<file path="src/verilog/adsc_consts.vh">
// Constants for the dual converter serial control port
`ifndef ADSC_CONSTS_VH
`define ADSC_CONSTS_VH

// ----------------------------------------------------------------
// Command word layout
// ----------------------------------------------------------------
`define ADSC_WORD_W 12
`define ADSC_CMD_RESET 12'h000
`define ADSC_CMD_PAIR_HI 11
`define ADSC_CMD_PAIR_LO 10
`define ADSC_CMD_UPD_HI 9
`define ADSC_CMD_UPD_LO 8
`define ADSC_CMD_DEEP 7
`define ADSC_CMD_DOZE 6
`define ADSC_CMD_ADOZE 5
`define ADSC_CMD_REFOFF 4
`define ADSC_CMD_DUAL 3
`define ADSC_CMD_ACT_HI 2
`define ADSC_CMD_ACT_LO 0
`define ADSC_UPD_APPLY 2'h1
`define ADSC_ACT_DAC_WR 3'h1
`define ADSC_ACT_DAC_RD 3'h3
`define ADSC_ACT_RESET 3'h5

// ----------------------------------------------------------------
// Reference DAC register
// ----------------------------------------------------------------
`define ADSC_DAC_RESET 12'h3FF
`define ADSC_DAC_CODE_HI 9

// ----------------------------------------------------------------
// Input routing codes
// ----------------------------------------------------------------
`define ADSC_ROUTE_P0 2'h0
`define ADSC_ROUTE_P1 2'h3
`define ADSC_POS_P0_POS 2'h0
`define ADSC_POS_P1_NEG 2'h1
`define ADSC_POS_P1_POS 2'h2

// ----------------------------------------------------------------
// Sequencing and timing
// ----------------------------------------------------------------
`define ADSC_BITS_PER_WORD 4'hC
`define ADSC_CONV_CLOCKS 5'h10
`define ADSC_PAIR_LATCH_FALL 5'h02
`define ADSC_FRAME_W 32
`define ADSC_CLK_PERIOD_NS 8
`define ADSC_SOFT_RESET_NS 500
// Soft reset length: 500 ns at 8 ns per clock, rounded up, sized to the counter
`define ADSC_SOFT_RESET_CYCLES 7'h3F
`define ADSC_SOFT_CNT_W 7

`endif

</file>
<file path="src/verilog/adsc_word_in.v">
// Serial command word deserializer, one bit per sampled falling edge
`timescale 1ns/1ps
`include "adsc_consts.vh"

module adsc_word_in (
    input wire clk,
    input wire rst_n,
    input wire ce,
    input wire start,
    input wire shift,
    input wire bit_in,
    output reg [`ADSC_WORD_W-1:0] word,
    output reg done
);

    reg [3:0] count;
    reg active;

    // ----------------------------------------------------------------
    // Shift path
    // ----------------------------------------------------------------
    // The strobe edge carries the first bit; twelve bits close the word
    always @(posedge clk) begin
        if (!rst_n) begin
            word <= `ADSC_CMD_RESET;
            count <= 4'h0;
            active <= 1'b0;
            done <= 1'b0;
        end else if (ce) begin
            done <= 1'b0;
            if (start) begin
                word <= {word[`ADSC_WORD_W-2:0], bit_in};
                count <= 4'h1;
                active <= 1'b1;
            end else if (shift && active) begin
                word <= {word[`ADSC_WORD_W-2:0], bit_in};
                count <= count + 4'h1;
                if (count + 4'h1 == `ADSC_BITS_PER_WORD) begin
                    active <= 1'b0;
                    done <= 1'b1;
                end
            end
        end
    end

endmodule

</file>
<file path="src/verilog/adsc_frame_out.v">
// Result frame serializer for one output line
`timescale 1ns/1ps
`include "adsc_consts.vh"

module adsc_frame_out (
    input wire clk,
    input wire rst_n,
    input wire ce,
    input wire load,
    input wire shift,
    input wire [`ADSC_FRAME_W-1:0] frame,
    output reg bit_out
);

    reg [`ADSC_FRAME_W-1:0] shreg;

    // ----------------------------------------------------------------
    // Shift path
    // ----------------------------------------------------------------
    // Frame MSB appears at the strobe edge, so the third edge shows bit 29
    always @(posedge clk) begin
        if (!rst_n) begin
            shreg <= {`ADSC_FRAME_W{1'b0}};
            bit_out <= 1'b0;
        end else if (ce) begin
            if (load) begin
                shreg <= {frame[`ADSC_FRAME_W-2:0], 1'b0};
                bit_out <= frame[`ADSC_FRAME_W-1];
            end else if (shift) begin
                shreg <= {shreg[`ADSC_FRAME_W-2:0], 1'b0};
                bit_out <= shreg[`ADSC_FRAME_W-1];
            end
        end
    end

endmodule

</file>
<file path="src/verilog/adsc_port.v">
// Serial control, reference DAC and result framing of the dual converter
`timescale 1ns/1ps
`include "adsc_consts.vh"

// Overview of operation
// - Command bits shifted MSB first, reset zero
// - Command fields: pair, update, power, action
// - Pair select code routes converter inputs
// - Only update code 01 changes features
// - Action codes arm DAC write, read, reset
// - Power-down and reference-off bits take effect
// - Features apply at twelfth rising clock
// - DAC register twelve bits, reset 0x3FF
// - Result bits valid from third falling edge
// - Two's complement results, re-readable until next conversion ends
// - Mode pins choose selection and line use
// - Automatic mode alternates input pairs itself
// - Conversion lasts sixteen clocks, trigger holds
// - Busy high through whole conversion
// - Second falling edge latches next pair
// - Manual dual frame: 00, result, 00
// - Manual single: 0, converter, result, 00
// - Single line ignores trigger until B read
// - Automatic dual frame: pair, 0, result, 00
// - Automatic single frame; line B released once a conversion ends
// - Dual read returns both results per strobe
// - Armed write access loads ten DAC bits
// - Armed read sends 0000, DAC, 00
// - Reset action resets all, about 500 ns
module adsc_port (
    input wire clk,
    input wire rst_n,
    input wire ce,
    input wire ser_clk,
    input wire rd_strobe,
    input wire sample_trigger,
    input wire cmd_serial_in,
    input wire out_enable_n,
    input wire auto_select_pin,
    input wire single_line_pin,
    input wire [11:0] conv_a_data,
    input wire [11:0] conv_b_data,
    output reg busy,
    output reg sample_hold,
    output wire result_line_a,
    output reg result_line_a_oe_n,
    output wire result_line_b,
    output reg result_line_b_oe_n,
    output reg [1:0] mux_pos_sel,
    output reg mux_neg_sel,
    output reg deep_sleep,
    output reg doze,
    output reg auto_doze,
    output reg ref_off,
    output reg [11:0] reference_dac_code
);

    // ----------------------------------------------------------------
    // Frame builder
    // ----------------------------------------------------------------
    function [`ADSC_FRAME_W-1:0] adsc_frame;
        input [1:0] lead;
        input [11:0] res;
        begin
            adsc_frame = {lead, res, 2'b00, 16'h0000};
        end
    endfunction

    // ----------------------------------------------------------------
    // Declarations
    // ----------------------------------------------------------------
    reg sclk_q;
    reg trig_q;
    reg [`ADSC_SOFT_CNT_W-1:0] soft_cnt;
    reg [11:0] command_word;
    reg dual_read;
    reg apply_pending;
    reg arm_dac_wr;
    reg arm_dac_rd;
    reg acc_dac_wr;
    reg acc_dac_rd;
    reg [1:0] route;
    reg [1:0] conv_route;
    reg [4:0] conv_rise;
    reg [4:0] conv_fall;
    reg [11:0] res_a;
    reg [11:0] res_b;
    reg res_pair;
    reg next_is_b;
    reg b_pending;
    reg b_off;
    reg [`ADSC_FRAME_W-1:0] next_frame_a;
    reg [`ADSC_FRAME_W-1:0] next_frame_b;
    reg next_b_drive;
    wire sclk_fall;
    wire sclk_rise;
    wire trig_rise;
    wire rd_start;
    wire run_rst_n;
    wire [11:0] word_in;
    wire word_done;
    wire [1:0] mode;

    assign sclk_fall = sclk_q & ~ser_clk;
    assign sclk_rise = ~sclk_q & ser_clk;
    assign trig_rise = sample_trigger & ~trig_q;
    assign rd_start = sclk_fall & rd_strobe;
    assign mode = {auto_select_pin, single_line_pin};
    // Soft reset holds all but the edge detectors and its own timer in reset while it counts
    assign run_rst_n = rst_n & (soft_cnt == {`ADSC_SOFT_CNT_W{1'b0}});

    // ----------------------------------------------------------------
    // Submodules
    // ----------------------------------------------------------------
    adsc_word_in u_word_in (
        .clk(clk),
        .rst_n(run_rst_n),
        .ce(ce),
        .start(rd_start),
        .shift(sclk_fall),
        .bit_in(cmd_serial_in),
        .word(word_in),
        .done(word_done)
    );

    adsc_frame_out u_line_a (
        .clk(clk),
        .rst_n(run_rst_n),
        .ce(ce),
        .load(rd_start),
        .shift(sclk_fall),
        .frame(next_frame_a),
        .bit_out(result_line_a)
    );

    adsc_frame_out u_line_b (
        .clk(clk),
        .rst_n(run_rst_n),
        .ce(ce),
        .load(rd_start),
        .shift(sclk_fall),
        .frame(next_frame_b),
        .bit_out(result_line_b)
    );

    // ----------------------------------------------------------------
    // Edge detection and soft reset timer
    // ----------------------------------------------------------------
    always @(posedge clk) begin
        if (!rst_n) begin
            sclk_q <= 1'b0;
            trig_q <= 1'b0;
            soft_cnt <= {`ADSC_SOFT_CNT_W{1'b0}};
        end else if (ce) begin
            sclk_q <= ser_clk;
            trig_q <= sample_trigger;
            if (soft_cnt != {`ADSC_SOFT_CNT_W{1'b0}}) begin
                soft_cnt <= soft_cnt - {{(`ADSC_SOFT_CNT_W-1){1'b0}}, 1'b1};
            end else if (word_done && !acc_dac_wr && !acc_dac_rd &&
                         word_in[`ADSC_CMD_ACT_HI:`ADSC_CMD_ACT_LO] == `ADSC_ACT_RESET) begin
                soft_cnt <= `ADSC_SOFT_RESET_CYCLES;
            end
        end
    end

    // ----------------------------------------------------------------
    // Command and DAC registers
    // ----------------------------------------------------------------
    always @(posedge clk) begin
        if (!run_rst_n) begin
            command_word <= `ADSC_CMD_RESET;
            reference_dac_code <= `ADSC_DAC_RESET;
            deep_sleep <= 1'b0;
            doze <= 1'b0;
            auto_doze <= 1'b0;
            ref_off <= 1'b0;
            dual_read <= 1'b0;
            apply_pending <= 1'b0;
            arm_dac_wr <= 1'b0;
            arm_dac_rd <= 1'b0;
            acc_dac_wr <= 1'b0;
            acc_dac_rd <= 1'b0;
        end else if (ce) begin
            if (rd_start) begin
                acc_dac_wr <= arm_dac_wr;
                acc_dac_rd <= arm_dac_rd;
                arm_dac_wr <= 1'b0;
                arm_dac_rd <= 1'b0;
            end
            if (word_done) begin
                if (acc_dac_wr) begin
                    // Upper two bits are don't-care, only the code is kept
                    reference_dac_code <= {2'b00, word_in[`ADSC_DAC_CODE_HI:0]};
                    acc_dac_wr <= 1'b0;
                end else if (acc_dac_rd) begin
                    acc_dac_rd <= 1'b0;
                end else begin
                    command_word <= word_in;
                    apply_pending <= 1'b1;
                    arm_dac_wr <= (word_in[`ADSC_CMD_ACT_HI:`ADSC_CMD_ACT_LO] == `ADSC_ACT_DAC_WR);
                    arm_dac_rd <= (word_in[`ADSC_CMD_ACT_HI:`ADSC_CMD_ACT_LO] == `ADSC_ACT_DAC_RD);
                end
            end
            if (apply_pending && sclk_rise) begin
                apply_pending <= 1'b0;
                if (command_word[`ADSC_CMD_UPD_HI:`ADSC_CMD_UPD_LO] == `ADSC_UPD_APPLY) begin
                    deep_sleep <= command_word[`ADSC_CMD_DEEP];
                    doze <= command_word[`ADSC_CMD_DOZE];
                    auto_doze <= command_word[`ADSC_CMD_ADOZE];
                    ref_off <= command_word[`ADSC_CMD_REFOFF];
                    dual_read <= command_word[`ADSC_CMD_DUAL];
                end
            end
        end
    end

    // ----------------------------------------------------------------
    // Conversion sequencing
    // ----------------------------------------------------------------
    always @(posedge clk) begin
        if (!run_rst_n) begin
            busy <= 1'b0;
            sample_hold <= 1'b0;
            route <= `ADSC_ROUTE_P0;
            conv_route <= `ADSC_ROUTE_P0;
            conv_rise <= 5'h00;
            conv_fall <= 5'h00;
            res_a <= 12'h000;
            res_b <= 12'h000;
            res_pair <= 1'b0;
            next_is_b <= 1'b0;
            b_pending <= 1'b0;
            b_off <= 1'b0;
            mux_pos_sel <= `ADSC_POS_P0_POS;
            mux_neg_sel <= 1'b0;
        end else if (ce) begin
            if (!single_line_pin) begin
                b_off <= 1'b0;
                b_pending <= 1'b0;
            end
            if (trig_rise && !busy && !b_pending && !deep_sleep && !doze) begin
                sample_hold <= 1'b1;
                busy <= 1'b1;
                conv_route <= route;
                conv_rise <= 5'h00;
                conv_fall <= 5'h00;
            end else if (busy && (deep_sleep || doze)) begin
                busy <= 1'b0;
                sample_hold <= 1'b0;
            end else if (busy) begin
                if (sclk_fall) begin
                    conv_fall <= conv_fall + 5'h01;
                    if (conv_fall + 5'h01 == `ADSC_PAIR_LATCH_FALL) begin
                        if (auto_select_pin) begin
                            route <= (route == `ADSC_ROUTE_P0) ? `ADSC_ROUTE_P1 : `ADSC_ROUTE_P0;
                        end else begin
                            route <= command_word[`ADSC_CMD_PAIR_HI:`ADSC_CMD_PAIR_LO];
                        end
                    end
                end
                if (sclk_rise) begin
                    conv_rise <= conv_rise + 5'h01;
                    if (conv_rise + 5'h01 == `ADSC_CONV_CLOCKS) begin
                        busy <= 1'b0;
                        sample_hold <= 1'b0;
                        // Held until the next conversion ends, so reads repeat
                        res_a <= conv_a_data;
                        res_b <= conv_b_data;
                        res_pair <= conv_route[1];
                        next_is_b <= 1'b0;
                        b_pending <= single_line_pin & ~dual_read;
                        b_off <= single_line_pin;
                    end
                end
            end
            if (rd_start && single_line_pin && !dual_read && !acc_dac_rd && !arm_dac_rd) begin
                next_is_b <= ~next_is_b;
                if (next_is_b) begin
                    b_pending <= 1'b0;
                end
            end
            case (route)
                2'h0: begin
                    mux_pos_sel <= `ADSC_POS_P0_POS;
                    mux_neg_sel <= 1'b0;
                end
                2'h1: begin
                    mux_pos_sel <= `ADSC_POS_P1_NEG;
                    mux_neg_sel <= 1'b0;
                end
                2'h2: begin
                    mux_pos_sel <= `ADSC_POS_P1_POS;
                    mux_neg_sel <= 1'b0;
                end
                default: begin
                    mux_pos_sel <= `ADSC_POS_P1_POS;
                    mux_neg_sel <= 1'b1;
                end
            endcase
        end
    end

    // ----------------------------------------------------------------
    // Frame selection per mode
    // ----------------------------------------------------------------
    always @* begin
        next_frame_a = adsc_frame(2'b00, res_a);
        next_frame_b = adsc_frame(2'b00, res_b);
        next_b_drive = 1'b1;
        case (mode)
            2'b00: begin
                next_frame_a = adsc_frame(2'b00, res_a);
                next_frame_b = adsc_frame(2'b00, res_b);
            end
            2'b10: begin
                next_frame_a = adsc_frame({res_pair, 1'b0}, res_a);
                next_frame_b = adsc_frame({res_pair, 1'b0}, res_b);
            end
            2'b01: begin
                if (dual_read) begin
                    next_frame_a = adsc_frame(2'b00, res_a);
                    next_frame_b = adsc_frame(2'b01, res_b);
                end else begin
                    next_b_drive = 1'b0;
                    next_frame_a = next_is_b ? adsc_frame(2'b01, res_b) : adsc_frame(2'b00, res_a);
                end
            end
            default: begin
                next_b_drive = ~b_off;
                if (dual_read) begin
                    next_frame_a = {adsc_frame({res_pair, 1'b0}, res_a) >> 16} |
                                   {adsc_frame({res_pair, 1'b1}, res_b) & 32'hFFFF0000};
                    next_frame_a = {next_frame_a[15:0], next_frame_a[31:16]};
                end else begin
                    next_frame_a = next_is_b ? adsc_frame({res_pair, 1'b1}, res_b) :
                                               adsc_frame({res_pair, 1'b0}, res_a);
                end
            end
        endcase
        if (arm_dac_rd) begin
            next_frame_a = {4'h0, reference_dac_code[`ADSC_DAC_CODE_HI:0], 2'b00, 16'h0000};
        end
    end

    // ----------------------------------------------------------------
    // Output enables
    // ----------------------------------------------------------------
    always @(posedge clk) begin
        if (!run_rst_n) begin
            result_line_a_oe_n <= 1'b1;
            result_line_b_oe_n <= 1'b1;
        end else if (ce) begin
            result_line_a_oe_n <= out_enable_n;
            result_line_b_oe_n <= out_enable_n | ~next_b_drive;
        end
    end

endmodule

</file>
<file path="config.mk">
export PLATFORM = sky130hd
export DESIGN_NAME = adsc_port
export DESIGN_NICKNAME = d
export VERILOG_FILES = /design/src/verilog/adsc_word_in.v /design/src/verilog/adsc_frame_out.v /design/src/verilog/adsc_port.v
export VERILOG_INCLUDE_DIRS = /design/src /design/src/verilog
export SDC_FILE = /design/constraint.sdc
export NUM_CORES = 1
export LEC_CHECK = 0
export ABC_AREA = 1
export BUFFER_PORTS_ARGS = -buffer_cell sky130_fd_sc_hd__buf_2
export CAP_MARGIN = 20
export CORE_ASPECT_RATIO = 0.5
export CORE_UTILIZATION = 50
export CTS_CLUSTER_SIZE = 14
export DETAILED_ROUTE_END_ITERATION = 6
export HOLD_SLACK_MARGIN = 0.05
export PLACE_DENSITY = 0.78
export SLEW_MARGIN = 10
export SYNTH_ARGS = -nofsm -noshare
export SYNTH_HDL_FRONTEND = slang
export SYNTH_SLANG_ARGS = --single-unit
</file>
<file path="constraint.sdc">
create_clock -name clk -period 2.4 [get_ports clk]
set_input_delay 0 -clock clk [delete_from_list [all_inputs] [get_ports clk]]
set_output_delay 0 -clock clk [all_outputs]
set_load 0.02 [all_outputs]
</file>
======== Yosys cells after proc, flatten, opt, wreduce, memory -nomap -nowiden ========
Index checks and enable logic that the tools add are counted.
word-level totals
  flip-flop bits (word level) ............. 174
  input port bits ......................... 34
  output and inout bits ................... 25
operators by class
  add/subtract/negate cells ............... 4
  equal/unequal tests ..................... 16
  mux-type cells .......................... 88
  bitwise gates (word level) .............. 19
  reduce and logical (&&, ||, !) cells .... 58
operators by type and width
  operator                                                             number
  32-bit 2-to-1 mux                                                    6
  31-bit 2-to-1 mux                                                    4
  32-bit case mux with 3 select lines                                  1
  32-bit case mux with 2 select lines                                  1
  1-bit 2-to-1 mux                                                     58
  5-bit 2-to-1 mux                                                     8
  16-bit by 32-bit OR with 32-bit output                               1
  12-bit 2-to-1 mux                                                    2
  2-bit nonzero test                                                   11
  4-bit AND reduction                                                  5
  6-bit AND reduction                                                  3
  1-bit logical AND                                                    14
  7-bit 2-to-1 mux                                                     2
  1-bit NOT                                                            11
  5-bit by 1-bit adder with 5-bit output (second input constant)       2
  3-bit AND reduction                                                  3
  3-bit nonzero test                                                   3
  1-bit logical NOT                                                    8
  4-bit 2-to-1 mux                                                     2
  2-bit by 1-bit != test with 1-bit output (second input constant)     4
  2-bit AND reduction                                                  4
  7-bit logical NOT                                                    1
  7-bit nonzero test                                                   1
  7-bit by 1-bit subtractor with 7-bit output (second input constant)  1
  19 further kinds                                                     29

======== Longest topological paths before layout ========
Gate-level depths: netlist of the first run.
  depth in word-level cells ............... 9
  gate-level depth with buffers ........... 11
  depth with buffers taken out ............ 10

======== By module ========
A second synthesis of the first run with hierarchy kept.
unflattened totals
  cell total of the unflattened synthesis .. 1319
  area total of the unflattened synthesis .. 8481.9 sq um
by module, submodules not included
  module          instances  cells an instance  area an instance (sq um)  seq. area each (sq um)
  adsc_port       1          605                4230.3                    1721.7
  adsc_frame_out  2          307                1750.4                    640.6
  adsc_word_in    1          100                750.7                     360.3

======== Worst setup path before layout of the first run ========
OpenSTA, ideal clock, no wires.
  kind .................................... reg-to-reg
  start ................................... register conv_rise[0]
  end ..................................... register res_b[10]
  library setup time ...................... 116 ps
  arrival ................................. 1431 ps
  data required time ...................... 2284 ps
  path slack .............................. 853 ps
  cell stages (with the launch flop) ...... 11
  cell sequence ........................... dfxtp_1 ha_1 inv_1 nand2_1 nand2_1 nor2_1 nand4_1 buf_4 buf_6 o21ai_0 nor2_1
between the ends
  word-level cells in the longest chain between the ends .. 3
RTL lines
  item                                    line             RTL
  from (decl)                             adsc_port.v:84   reg [4:0] conv_rise;
  from (signal assigned)                  adsc_port.v:262  conv_rise <= conv_rise + 5'h01;
  5-bit by 1-bit adder with 5-bit output  adsc_port.v:263  if (conv_rise + 5'h01 == `ADSC_CONV_CLOCKS) begin
  5-bit == test (no source line)          -
  6-bit AND reduction (no source line)    -
  to (signal assigned)                    adsc_port.v:268  res_b <= conv_b_data;
  to (decl)                               adsc_port.v:87   reg [11:0] res_b;
Every way passes these cells.
A chain may end at the register's enable or synchronous reset.

======== Worst setup path after layout of the first run ========
  start ................................... register conv_rise[0]
  end ..................................... register res_b[5]
The elaborated chain is that of the path after synthesis.

==> results of run 1 <==
==> repair_timing <==
item | in CTS | in global routing
resized for setup | 0 | 1
hold buffers | 33 | 0
buffers inserted | 0 | 5
endpoints found under the setup margin | 0 | 1
hold endpoints to repair | 39 | 0
==> report_power, final <==
part	switching (mW)	internal, mW	leakage [nW]
Clock	1.05	1.77	0.303
Sequential	0.0626	2.56	1.19
Combinational	0.818	0.374	1.68
==> cells in the final DEF (no fill, tap or decap), types with 4 or more instances in the layout <==
master,instances
dfxtp_1,148
a21oi_1,141
nand2_1,136
o21ai_0,126
nor2_1,77
inv_1,69
buf_2,56
dlygate4sd3_1,33
nand3_1,27
o211ai_1,24
clkbuf_16,17
buf_4,15
ha_1,11
nand4_1,8
xor2_1,7
a211oi_1,7
inv_2,5
nor2_2,4
o21ai_1,4
or2_2,4
bufinv_16,4
clkinv_2,4
==> worst min-delay path, stage by stage <==
cell and delay [ps]:
buf_2 130, nand3_1 120, nand2_1 80, nor2_1 50, nor2_1 90
==> metal layers <==
metal | track usage (%) | wire length [um]
met2 | 42.1 | 8060
met1 | 33.8 | 7600
met3 | 5.49 | 1070
met5 | 0 | 0
met4 | 10.4 | 329
==> cell families (layout without fill, tap and decap cells) <==
kind of cell	after synthesis	in the layout	synth area share [%]
AO/OA/AOI/OAI	313	313	25.8
AND/OR/NAND/NOR	264	264	17.0
flip-flops	148	148	45.4
buffers and inverters	125	212	8.52
adder cells (fa/ha/maj)	11	11	2.11
XOR/XNOR	8	8	1.07
other	1	2	0.0574
==> state kept, by name, indices dropped and copies added (netlist names), 2 cells and up <==
register and cells:
command_word 9, conv_fall 5, conv_rise 5, mux_pos_sel 2, reference_dac_code 10, res_a 12
res_b 12, route 2, soft_cnt 7, u_line_a.shreg 29, u_line_b.shreg 13, u_word_in.count 4
u_word_in.word 12
==> final timing paths <==
check | to | slack (ps)
worst max-delay path | res_b[5]$_SDFFE_PN0P_ | 170
worst min-delay path | route[1]$_SDFFE_PN0P_ | 90
worst max register to register | res_b[5]$_SDFFE_PN0P_ | 170
worst min register to register | soft_cnt[6]$_SDFFE_PN0P_ | 450
==> metrics by stage <==
step | setup slack [ps] | hold slack (ps) | area [um^2]
6_report | 173 | 85.3 | 7850
5_1_grt | 17.7 | 114 | 7850
4_1_cts | 253 | 73.4 | 7800
3_5_place_dp | 385 | 237 | 6850
3_3_place_gp | 494 | 234 | 6850
2_1_floorplan | 853 | 126 | 6540
==> final cells by class <==
class	count	share of cell area [%]
Tap cell	170	2.71
Timing Repair Buffer	105	9.47
Multi-Input combinational cell	598	38.5
Clock buffer	19	5.65
Clock inverter	13	2.31
Inverter	75	3.64
Sequential cell	148	37.8
==> metrics.txt, run 1 <==
Design Power=6.63 mW; Relative slew margins=40.7%; post-route clock period utilization=approximately 93%; Area Growth Syn to Fin=20.1%; Hold Path Depth=5; setup_tns=0 ps; placed cell count=1058; Worst-Skew Late Latency=between 400 and 500 ps; initial antenna violation count=0; Remaining Overflow, GRT=0; dominant synthesized flop cell=dfxtp_1; Max Fclk=around 450 MHz; Setup Crit Path Kind=reg2reg; core area=approximately 0.013 mm^2; I/O pins=between 50 and 60; RSZ-0062 raised after global routing=false; DR DRC count=0; crit path from=conv_rise[0]$_SDFFE_PN0P_; Cell Pwr Density=845 mW/mm^2; CP required=approximately 2700 ps; r2r startpoint=conv_rise[0]$_SDFFE_PN0P_; Yosys cell types=36; crit-path max FO=38; Worst Setup Start Kind=flip-flop; CP top delay family=buffers and inverters; CP Depth=9; routed len/inst=15.1 um; Diodes inserted=0; gpl congestion=between 0.8 and 0.9; synthesized area=~0.0065 mm^2; critical path capture point type=flip-flop; vias in the first global route=5831; Worst VDD drop=0.487 mV; deepest clock path buffer count=2; clock sink count=148; final core utilization=61.8%; Synth area leaders=dfxtp_1 45%, a21oi_1 11%, o21ai_0 9.7%; drt via density=approximately 5.6; max-cap violations=0; Critical path buffers and inverters=2; Hold Path Class=in2reg; sequential-to-total area share from yosys stat=~45%; post-detail-place hpwl=between 10 and 15 mm; leak pwr=3.17 nW; arrival time at the worst endpoint=2530 ps; Worst Tran Pin Value=890 ps; R2R depth=9; fillers=approximately 1100; most numerous cell in the Yosys netlist=dfxtp_1; GRT Util Overall=26.0%; DR vias=6277; status=finished, final reports clean; Worst Hold Launch=auto_select_pin; Clock Skews=9.87 ps; # port buffers=56; Slew Limit Fails=0; Critical Path Slowest Stage Cell=dfxtp_1; Starting Density=51.4%; CP peak stage delay=about 420 ps; # H-tree levels=4; Final Setup Violations=0; register area=0.00296 mm^2; Synth top cells by count=148 x dfxtp_1, 141 x a21oi_1, 136 x nand2_1; CTS root buf=clkbuf_16; largest net degree at the start of global routing=67; CTS tree=yes; CTS buffer count=17; Synthesis Warnings=0; Yosys reg bits=148; clk slew on worst S/H paths=60 ps; share of the synthesized area in the top cell type=45.4%; DRT Wirelength=17.1 mm; die width=between 150 and 200 um; Post-Layout Cell Count=between 1000 and 1500; min Tclk post-route=2230 ps; area of the multi-input gates=0.00302 mm^2; most frequent CP cell=nand2_1; post-route ant nets=0; layout cells sized above 1=a little over an eighth; leading area contributor after synthesis=dfxtp_1; Row Count=29; die footprint=0.0136 mm^2; post-synthesis cell count=870; number of DRC markers in iteration 0=772; Post-synth EDFFs=0; DR pass1 iterations=6; ys async rst share=0%; Die Span Y=82.8 um; Cell Chain, Critical Path=ha_1 -> nand3_1 -> nand2_1 -> nand2_1 -> nand4_1 -> buf_4 -> clkinvlp_4 -> o21ai_0 -> nor2_1; first-pass GRT wire length=~28 mm; final count of hold timing violations=0; final net count=990; Mean Syn Cell Area=7.51 um^2
Power figures use the tool's default switching activity.
==> run 2: changes to the inputs <==
Settings changed: BUFFER_PORTS_ARGS -buffer_cell sky130_fd_sc_hd__buf_2 to default, DONT_BUFFER_PORTS from default to 1, PLACE_DENSITY 0.78 to 0.74, SLEW_MARGIN 10 to 5.
==> run 2 against run 1 <==
Count of clock-buffer cells in the layout increased by 1; worst setup slack better by 15 ps; routed wire length shrank 0.14%; highest routed layer unchanged; via count fell by 3.0%; cell count decreased by 5.2%; fmax grew 0.67%; sequential power about the same; global-route usage up 0.18 points; largest cell class unchanged.
==> metrics.txt, run 2 (synthesis results as in run 1) <==
status=finished, final reports clean (unchanged); Top Registers=u_line_a.shreg: 29 flops, u_line_b.shreg: 13 flops (unchanged); arrival time at the worst endpoint=2550 ps (was 2530 ps); largest net degree at the start of global routing=46 (was 67); crit-path max FO=45 (was 38); Area Growth Syn to Fin=15.9% (was 20.1%); Worst Setup Start Kind=input port (was flip-flop); drt via density=5.70 (was 5.56); most frequent cells in the layout=148 x dfxtp_1, 141 x a21oi_1, 136 x nand2_1, 126 x o21ai_0, 77 x nor2_1 (unchanged); fillers=1122 (was 1064); Starting Density=51.4% (unchanged); Clock Skews=12.2 ps (was 9.87 ps); Worst-Skew Late Latency=420 ps (about the same); DRT Wirelength=17.0 mm (was 17.1 mm); I/O pins=59 (unchanged); die width=164 um (unchanged); setup_tns=0 ps (unchanged); area of the multi-input gates=0.00302 mm^2 (unchanged); core area=0.0127 mm^2 (unchanged); Setup Crit Path Kind=in2reg (was reg2reg); # H-tree levels=4 (unchanged); final net count=931 (was 990); Row Count=29 (unchanged); routed len/inst=15.9 um (was 15.1 um); clk slew on worst S/H paths=60 ps (about the same); critical path capture point type=flip-flop (unchanged); commonest non-fill, non-tap cell in the layout=dfxtp_1 (unchanged); Slew Limit Fails=0 (unchanged); CTS tree=yes (unchanged); post-detail-place hpwl=10.7 mm (was 10.9 mm); Hold Path Class=in2reg (unchanged); Die Span Y=82.8 um (unchanged); CTS buffer count=17 (unchanged); number of DRC markers in iteration 0=622 (was 772); Relative slew margins=38.0% (was 40.7%); final core utilization=59.6% (was 61.8%); DR DRC count=0 (unchanged); deepest clock path buffer count=2 (unchanged); vias in the first global route=5667 (was 5831); min Tclk post-route=2210 ps (was 2230 ps); max reg flops=29 (unchanged); Worst Tran Pin Value=929 ps (was 890 ps); max-cap violations=0 (unchanged); CTS root buf=clkbuf_16 (unchanged); clock sink count=148 (unchanged); CP required=2740 ps (was 2700 ps); DR vias=6088 (was 6277); setup bufs post-CTS=0 (unchanged); Max Fclk=452 MHz (was 449 MHz); gpl congestion=0.832 (was 0.834); GRT Util Overall=26.2% (was 26.0%); RSZ-0062 raised after global routing=false (unchanged); Worst VDD drop=0.482 mV (was 0.487 mV); first-pass GRT wire length=28.2 mm (about the same); layout cells sized above 1=7.12% (was 13.0%); Design Power=6.74 mW (was 6.63 mW); final count of hold timing violations=0 (unchanged); placed cell count=1003 (was 1058); R2R depth=10 (was 9); leak pwr=2.97 nW (was 3.17 nW); Remaining Overflow, GRT=0 (unchanged); Cell Pwr Density=890 mW/mm^2 (was 845 mW/mm^2); post-route clock period utilization=92.2% (was 92.8%); initial antenna violation count=0 (unchanged); Hold Path Depth=3 (was 5); Final Setup Violations=0 (unchanged); post-route ant nets=0 (unchanged); # port buffers=0 (was 56); DR pass1 iterations=5 (was 6); Post-Layout Cell Count=1069 (was 1128); die footprint=0.0136 mm^2 (unchanged); largest reg by FF count=u_line_a.shreg (unchanged); Diodes inserted=0 (unchanged); register area=0.00296 mm^2 (unchanged)
==> run 2: final cells by class <==
class / instances / area share (%)
inverter: 75 / 3.72
clock buffer: 20 / 6.03
tap: 170 / 2.81
clock inverter: 12 / 2.64
multi-input combinational: 598 / 39.8
timing repair buffer: 46 / 5.85
sequential: 148 / 39.1
==> run 2: power by group <==
part	internal, mW	total (mW)	leakage (nW)	switching [mW]
clock	1.91	2.96	0.325	1.06
combinational	0.337	1.14	1.45	0.801
sequential	2.56	2.64	1.19	0.0811
total	4.80	6.74	2.97	1.94
==> run 2: path summary, 6_finish.rpt <==
check | from | end | slack [ps]
max | ce | u_word_in.count[2]$_SDFFE_PN0P_ | 190
min | rd_strobe | u_word_in.count[1]$_SDFFE_PN0P_ | 70
max reg2reg | conv_rise[0]$_SDFFE_PN0P_ | res_b[5]$_SDFFE_PN0P_ | 380
min reg2reg | soft_cnt[6]$_SDFFE_PN0P_ | soft_cnt[6]$_SDFFE_PN0P_ | 440
==> run 2: worst max-delay path: stages <==
cell	delay (ps)
dlygate4sd3_1	950
inv_2	300
nor2_2	320
inv_2	360
nor3_1	380
nand2_1	90
a21oi_1	130
==> run 2: what timing repair did <==
| item | CTS | global route |
|---|---|---|
| gates resized for setup | 0 | 0 |
| hold buffers | 34 | 0 |
| hold endpoints to repair | 85 | 0 |
| setup endpoints to repair | 0 | 0 |
==> run 2: through the flow <==
step	hold slack, ps	instance area, um^2	setup slack [ps]
after detailed placement	99.6	6580	445
after floorplan	126	6540	853
after CTS	52.9	7570	246
after global routing	106	7570	5.04
final	66.0	7570	188
after global placement	97.2	6580	516
==> run 2: metal layers <==
layer / wire length, um / global-route usage [%] / vias up
met5: 0 / 0 / -
met4: 243 / 7.58 / 0
met3: 1150 / 6.59 / 26
met2: 7870 / 41.8 / 216
met1: 7770 / 35.0 / 2880
li1: - / - / 2966
